<file path="config.mk">
export PLATFORM = sky130hd
export DESIGN_NAME = sipl_top
export DESIGN_NICKNAME = d
export VERILOG_FILES = /design/src/hw/sipl_pkg.sv /design/src/hw/sipl_sync.sv /design/src/hw/sipl_top.sv
export SDC_FILE = /design/constraint.sdc
export NUM_CORES = 1
export LEC_CHECK = 0
export ABC_CLOCK_PERIOD_IN_PS = 1700
export BUFFER_PORTS_ARGS = -buffer_cell sky130_fd_sc_hd__buf_2
export CORE_MARGIN = 4
export CORE_UTILIZATION = 25
export DETAILED_ROUTE_END_ITERATION = 7
export GPL_ROUTABILITY_DRIVEN = 1
export SETUP_SLACK_MARGIN = 0.4
export SYNTH_ARGS = -nofsm -noshare
export SYNTH_HDL_FRONTEND = slang
export SYNTH_SLANG_ARGS = --single-unit
</file>
<file path="constraint.sdc">
create_clock -name CLK -period 1.7 [get_ports CLK]
set_input_delay 0.34 -clock CLK [delete_from_list [all_inputs] [get_ports CLK]]
set_output_delay 0.34 -clock CLK [all_outputs]
set_load 0.005 [all_outputs]
</file>
<file path="src/hw/sipl_pkg.sv">
// shared constants for the serial-in parallel-out latch
package sipl_pkg;

  // shift chain and storage geometry
  localparam int unsigned SIPL_STAGES    = 8;
  localparam int unsigned SIPL_LAST      = SIPL_STAGES - 1;

  // synchroniser depth for pin inputs
  localparam int unsigned SIPL_SYNC_LEN  = 2;

  // pin vector bit positions into the synchroniser
  localparam int unsigned SIPL_PIN_SER   = 0;
  localparam int unsigned SIPL_PIN_SCLK  = 1;
  localparam int unsigned SIPL_PIN_RCLK  = 2;
  localparam int unsigned SIPL_PIN_CLRN  = 3;
  localparam int unsigned SIPL_PIN_OEN   = 4;
  localparam int unsigned SIPL_PIN_COUNT = 5;

  // reset values
  localparam logic [7:0] SIPL_CHAIN_RST = 8'h00;
  localparam logic [7:0] SIPL_STORE_RST = 8'h00;
  localparam logic [7:0] SIPL_OEN_RST   = 8'hFF;
  localparam logic [4:0] SIPL_PIN_RST   = 5'h18;
  localparam logic       SIPL_VLD_RST   = 1'h0;
  localparam logic       SIPL_RDY_RST   = 1'h1;

endpackage : sipl_pkg

</file>
<file path="src/hw/sipl_sync.sv">
// two-flop synchroniser with rising-edge detect behind it
`timescale 1ns/1ns
`default_nettype none
module sipl_sync
  import sipl_pkg::*;
#(
  parameter int unsigned     WIDTH   = SIPL_PIN_COUNT,
  parameter logic [WIDTH-1:0] RST_VAL = SIPL_PIN_RST
)
(
  // clock, reset, enable
  input  wire logic             clk,
  input  wire logic             rst,
  input  wire logic             ce,
  // asynchronous pins
  input  wire logic [WIDTH-1:0] pin_async,
  // synchronised levels and edges
  output logic      [WIDTH-1:0] level,
  output logic      [WIDTH-1:0] rise
);

  logic [WIDTH-1:0] meta_r;
  logic [WIDTH-1:0] stable_r;
  logic [WIDTH-1:0] prev_r;
  logic [WIDTH-1:0] rise_nxt;

  // edge found only between second and third flop, never on meta_r
  assign rise_nxt = stable_r & ~prev_r;
  assign level    = stable_r;
  assign rise     = rise_nxt;

  always_ff @(posedge clk)
  begin
    if (rst)
    begin
      meta_r   <= RST_VAL;
      stable_r <= RST_VAL;
      prev_r   <= RST_VAL;
    end
    else if (ce)
    begin
      meta_r   <= pin_async;
      stable_r <= meta_r;
      prev_r   <= stable_r;
    end
  end

endmodule // sipl_sync
`default_nettype wire

</file>
<file path="src/hw/sipl_top.sv">
// shift chain, storage register, output enable and capture buffer
`timescale 1ns/1ns
`default_nettype none
module sipl_top
  import sipl_pkg::*;
#(
  parameter int unsigned STAGES = SIPL_STAGES
)
(
  // clock, reset, enable
  input  wire logic              CLK,
  input  wire logic              RST,
  input  wire logic              CE,
  // controller pins
  input  wire logic              SERIAL_DATA_IN,
  input  wire logic              SHIFT_CLOCK,
  input  wire logic              STORAGE_CLOCK,
  input  wire logic              SHIFT_CLEAR_N,
  input  wire logic              OUTPUT_ENABLE_N,
  // parallel pins, three-state as value plus enable
  output logic      [STAGES-1:0] PARALLEL_OUTPUTS,
  output logic      [STAGES-1:0] PARALLEL_OE_N,
  // cascade pin
  output logic                   SERIAL_CASCADE_OUT,
  // captured word stream
  output logic      [STAGES-1:0] WORD_DATA,
  output logic                   WORD_VALID,
  input  wire logic              WORD_READY,
  output logic                   CAPTURE_READY
);

  // synchronised pin levels and edges
  logic [SIPL_PIN_COUNT-1:0] pin_level;
  logic [SIPL_PIN_COUNT-1:0] pin_rise;
  logic [SIPL_PIN_COUNT-1:0] pin_async;

  assign pin_async[SIPL_PIN_SER]  = SERIAL_DATA_IN;
  assign pin_async[SIPL_PIN_SCLK] = SHIFT_CLOCK;
  assign pin_async[SIPL_PIN_RCLK] = STORAGE_CLOCK;
  assign pin_async[SIPL_PIN_CLRN] = SHIFT_CLEAR_N;
  assign pin_async[SIPL_PIN_OEN]  = OUTPUT_ENABLE_N;

  sipl_sync #(
    .WIDTH   (SIPL_PIN_COUNT),
    .RST_VAL (SIPL_PIN_RST)
  ) u_sync (
    .clk       (CLK),
    .rst       (RST),
    .ce        (CE),
    .pin_async (pin_async),
    .level     (pin_level),
    .rise      (pin_rise)
  );

  // decoded pin events
  logic ser_bit;
  logic clear_act;
  logic shift_rise;
  logic store_rise;
  logic oe_n_level;

  // pins are sampled as data, never used as clocks, so one domain serves all
  // a pin pulse shorter than one clock may be missed, clear included
  assign ser_bit    = pin_level[SIPL_PIN_SER];
  assign clear_act  = ~pin_level[SIPL_PIN_CLRN];
  assign shift_rise = pin_rise[SIPL_PIN_SCLK];
  assign store_rise = pin_rise[SIPL_PIN_RCLK];
  assign oe_n_level = pin_level[SIPL_PIN_OEN];

  // shift chain
  logic [STAGES-1:0] chain_r;
  logic [STAGES-1:0] chain_shift;
  logic [STAGES-1:0] chain_nxt;

  // stage one takes data, later stages their neighbour's old value
  assign chain_shift[0] = ser_bit;

  genvar g;
  generate
    for (g = 1; g < STAGES; g++)
    begin : g_stage
      assign chain_shift[g] = chain_r[g-1];
    end
  endgenerate

  // clear is a level and beats any shift in the same cycle
  assign chain_nxt = clear_act  ? SIPL_CHAIN_RST[STAGES-1:0] :
                     shift_rise ? chain_shift                   :
                                  chain_r;

  always_ff @(posedge CLK)
  begin
    if (RST)
      chain_r <= SIPL_CHAIN_RST[STAGES-1:0];
    else if (CE)
      chain_r <= chain_nxt;
  end

  // storage register
  logic [STAGES-1:0] store_r;
  logic [STAGES-1:0] store_nxt;

  // reads chain_r, the value before any shift of this cycle
  assign store_nxt = store_rise ? chain_r : store_r;

  always_ff @(posedge CLK)
  begin
    if (RST)
      store_r <= SIPL_STORE_RST[STAGES-1:0];
    else if (CE)
      store_r <= store_nxt;
  end

  // pin drivers, registered so every output comes from a flop
  logic [STAGES-1:0] par_out_r;
  logic [STAGES-1:0] par_oe_n_r;
  logic              cascade_r;
  logic [STAGES-1:0] par_oe_n_nxt;

  // output enable only gates the pads, storage keeps its value
  assign par_oe_n_nxt = {STAGES{oe_n_level}};

  // pads are fed from the next values, so they move with the registers, not a clock later
  // cascade follows chain_nxt, so it moves on the same edge as stage eight
  always_ff @(posedge CLK)
  begin
    if (RST)
    begin
      par_out_r  <= SIPL_STORE_RST[STAGES-1:0];
      par_oe_n_r <= SIPL_OEN_RST[STAGES-1:0];
      cascade_r  <= SIPL_CHAIN_RST[STAGES-1];
    end
    else if (CE)
    begin
      par_out_r  <= store_nxt;
      par_oe_n_r <= par_oe_n_nxt;
      cascade_r  <= chain_nxt[STAGES-1];
    end
  end

  assign PARALLEL_OUTPUTS   = par_out_r;
  assign PARALLEL_OE_N      = par_oe_n_r;
  assign SERIAL_CASCADE_OUT = cascade_r;

  // two-entry capture buffer: head feeds the port, spare absorbs a stall
  logic [STAGES-1:0] head_r;
  logic              head_vld_r;
  logic [STAGES-1:0] spare_r;
  logic              spare_vld_r;
  logic              cap_rdy_r;
  logic              pop;
  logic              push;
  logic              head_keep;
  logic              head_vld_nxt;
  logic [STAGES-1:0] head_nxt;
  logic              spare_hold;
  logic              spare_vld_nxt;
  logic [STAGES-1:0] spare_nxt;

  // a held word always wins over a fresh one, so order is kept
  function automatic logic [STAGES-1:0] keep_or(
    input logic              keep,
    input logic [STAGES-1:0] held,
    input logic [STAGES-1:0] fresh
  );
    return keep ? held : fresh;
  endfunction

  // a pop and a push may meet in one cycle
  // a word whose storage rise meets a full buffer is missing from the stream only
  assign pop       = head_vld_r & WORD_READY;
  assign push      = store_rise & ~spare_vld_r;
  assign head_keep = head_vld_r & ~pop;

  // fresh words come from chain_r, the same value the storage register takes
  assign head_vld_nxt  = head_keep | spare_vld_r | push;
  assign head_nxt      = keep_or(head_keep, head_r, keep_or(spare_vld_r, spare_r, chain_r));
  assign spare_hold    = spare_vld_r & head_keep;
  assign spare_vld_nxt = spare_hold | (push & (head_keep | spare_vld_r));
  assign spare_nxt     = keep_or(spare_hold, spare_r, chain_r);

  // ready is registered from the next spare state, so it never lags a push
  always_ff @(posedge CLK)
  begin
    if (RST)
    begin
      head_r      <= SIPL_STORE_RST[STAGES-1:0];
      head_vld_r  <= SIPL_VLD_RST;
      spare_r     <= SIPL_STORE_RST[STAGES-1:0];
      spare_vld_r <= SIPL_VLD_RST;
      cap_rdy_r   <= SIPL_RDY_RST;
    end
    else if (CE)
    begin
      head_r      <= head_nxt;
      head_vld_r  <= head_vld_nxt;
      spare_r     <= spare_nxt;
      spare_vld_r <= spare_vld_nxt;
      cap_rdy_r   <= ~spare_vld_nxt;
    end
  end

  assign WORD_DATA     = head_r;
  assign WORD_VALID    = head_vld_r;
  assign CAPTURE_READY = cap_rdy_r;

endmodule // sipl_top
`default_nettype wire

</file>
==> results.py <==
metrics = {
    "floorplanning": {
        "fp.coreArea_um2": 7810,
        "start_util_pct": 25.9,
        "boundaryPins": 36,
        "die_w_um": 98.0,
        "die_area_um2": 9600,
        "die_y_um": 98.0,
        "rows": 32,
    },
    "clock_network": {
        "clkLatencyLatePin_ns": 0.30,
        "numCtsBuffers": 5,
        "postCtsHoldBufs": 0,
        "cts_tree": "built",
        "clock_sinks": 48,
        "root_buffer": "clkbuf_8",
        "htreeDepth": 2,
        "path_clk_slew_ns": 0.09,
        "cts_buffer_depth": 2,
    },
    "logic_synthesis": {
        "ys_top_cells_by_area": "dfxtp_1 47%, mux2i_1 20%, nand2b_1 5.6%",
        "synth_top_cell_by_area": "dfxtp_1",
        "ys_seq_area_share_pct": 47.5,
        "synth_cells": 191,
        "yosysMostFrequentCell": "dfxtp_1",
        "synthArstFlopShare_pct": 0,
        "yosysTopAreaCellShare_pct": 47.5,
        "synth_compound_area_share_pct": 11.3,
        "synth_cell_types": 24,
        "synth_top_family_by_area": "multiplexers",
        "netlist_top_cells_count": "48 x dfxtp_1, 40 x mux2i_1, 18 x nand2b_1, 16 x nor2_1",
        "synth_xor_area_share_pct": 0,
        "synth-simple-area-share_pct": 14.0,
        "ys_warn_count": 0,
        "synth_area_um2": 2020,
        "synth_flop_cell": "dfxtp_1",
        "synth_seq_cells": 48,
        "avgSynthCellArea_um2": 10.6,
        "synthMuxAreaShare_pct": 19.8,
        "synth_edf_count": 0,
        "syn_nets": 200,
        "synth_fa_ha_area_share_pct": 0,
    },
    "timing": {
        "finalSetupTns_ns": 0,
        "clock_skew_ns": 0.00988,
        "rsz0062_at_grt": "false",
        "max_slew_margin_pct": 50.1,
        "slew_violations": 0,
        "tightest_slew_ns": 0.748,
        "fin_crit_ns": 1.19,
        "fin_hold_ws_ns": 0.245,
        "period_share_pct": 70.1,
        "hold_viol_final": 0,
        "clock.fmax_ghz": 0.839,
        "setup_viol": 0,
    },
    "worst_setup_path": {
        "crit_slowest_cell": "dfxtp_1",
        "crit_fanout": 4,
        "critPathKind": "reg -> out",
        "crit_buf_inv": 1,
        "required_ns": 1.36,
        "critPathCaptureType": "primary output",
        "max_stage_delay_ns": 0.41,
        "cp_top_family": "flip-flops",
        "cp_cell_sequence": "buf_2",
        "crit_arrival_ns": 0.85,
        "cp-start-kind": "flop",
    },
    "flow_run": {
        "drv_cap": 0,
    },
    "layout": {
        "fillers": 838,
        "nNetsFinal": 227,
        "diodes": 0,
        "final_cell_area_um2": 2340,
        "area_growth_pct": 15.6,
        "drive_gt1_share_pct": 25.1,
        "layout.area.seq_um2": 965,
        "final_cell_count_no_fill": 321,
        "multi_input_area_um2": 915,
    },
    "place": {
        "io_buffers": 35,
        "dpl.cell_count": 313,
        "gp_congestion": 0.724,
        "dp_hpwl_um": 2810,
        "placed_area_um2": 2220,
    },
    "pwr": {
        "p_sw_uw": 468,
        "power.density_nw_per_um2": 912,
        "pwr-share-seq_pct": 54.9,
        "switching_share_pct": 21.9,
        "power_frac_clock_pct": 37.6,
        "intPower_uw": 1670,
        "irDropWorstVdd_uv": 337,
        "p_leak_uw": 0.000956,
        "comb_power_share_pct": 7.4,
    },
    "route": {
        "vias": 1376,
        "first_pass_iters": 3,
        "wl_per_cell_um": 12.1,
        "antenna_left": 0,
        "drt_iter0_markers": 58,
        "wl_um": 3900,
        "via_per_inst": 4.29,
        "drc": 0,
    },
    "grt": {
        "grt_pass1_wl_um": 6680,
        "antenna_found_initial": 0,
        "overflow": 0,
        "grt_usage_pct": 8.42,
        "grt_pass1_vias": 1333,
        "grt_max_degree": 50,
    },
    "min_path": {
        "hold_path_class": "in -> reg",
    },
    "run_status": {
        "status": "complete, no violations",
    },
}
==> metal layers <==
| metal | GRT usage (%) | wire (um) |
|---|---|---|
| met1 | 11.3 | 1990 |
| met2 | 12.0 | 1560 |
| met3 | 3.86 | 301 |
| met4 | 2.56 | 46 |
| met5 | 0 | 0 |
==> layout make-up <==
type | count | area share (%)
Sequential cell | 48 | 41.3
Multi-Input combinational cell | 120 | 39.1
Timing Repair Buffer | 40 | 9.10
Tap cell | 102 | 5.46
Clock buffer | 6 | 3.10
Clock inverter | 2 | 1.50
Inverter | 3 | 0.482
==> cell usage in the layout, fill, tap and decap left out, types with 2 or more instances in the layout <==
| cell type | synthesis | final |
|---|---|---|
| mux2i_1 | 40 | 40 |
| clkbuf_8 | 0 | 5 |
| a21oi_1 | 9 | 9 |
| buf_4 | 9 | 5 |
| and2_1 | 3 | 3 |
| a211o_1 | 5 | 5 |
| dfxtp_2 | 0 | 3 |
| nand2b_1 | 18 | 17 |
| a211oi_1 | 9 | 9 |
| nand3b_1 | 9 | 9 |
| buf_2 | 6 | 35 |
| nor2_1 | 16 | 16 |
| nor2b_1 | 3 | 3 |
| inv_1 | 2 | 2 |
| dfxtp_1 | 48 | 45 |
==> metrics by stage <==
step	worst slack, ns	util, %	power (uW)
2_1_floorplan	0.562	-	1320
3_3_place_gp	0.321	28.5	1360
3_5_place_dp	0.278	28.5	1360
4_1_cts	0.432	29.9	2160
5_1_grt	0.427	30.0	2220
6_report	0.508	30.0	2130
==> power groups by stage <==
stage / clock (uW) / combinational, uW / sequential (uW)
after global placement: 0 / 160 / 1200
after floorplan: 0 / 131 / 1190
after detailed placement: 0 / 161 / 1200
after CTS: 826 / 161 / 1170
final: 803 / 159 / 1170
after global routing: 871 / 176 / 1180
==> final timing paths <==
| path | slack, ns | end | start | cells past startpoint |
|---|---|---|---|---|
| worst min-delay path | 0.24 | u_sync.meta_r[3] | SHIFT_CLEAR_N | 2 |
| worst max register to register | 0.55 | spare_r[3] | WORD_VALID | 3 |
| worst max-delay path | 0.51 | SERIAL_CASCADE_OUT | chain_r[7] | 1 |
| worst min register to register | 0.47 | u_sync.level[4] | u_sync.level[4] | 1 |
==> flip-flops by register name, indices dropped and copies added (netlist names) <==
name              count
PARALLEL_OUTPUTS      8
u_sync.prev_r         2
spare_r               8
u_sync.meta_r         5
CAPTURE_READY         1
spare_vld_r           1
PARALLEL_OE_N         1
WORD_DATA             8
u_sync.level          5
WORD_VALID            1
chain_r               8
==> repair_timing <==
| item | 4_1_cts | 5_1_grt |
|---|---|---|
| resized for setup | 1 | 3 |
| pin swaps | 1 | 1 |
| setup endpoints to repair | 6 | 14 |
| setup buffers | 0 | 0 |
==> cells by family after synthesis <==
family | count (synthesis)
and+or+nand+nor | 50
buffers and inverters | 23
muxes | 40
AOI/OAI and AO/OA | 30
DFF | 48
(Power assumes the default switching activity.)
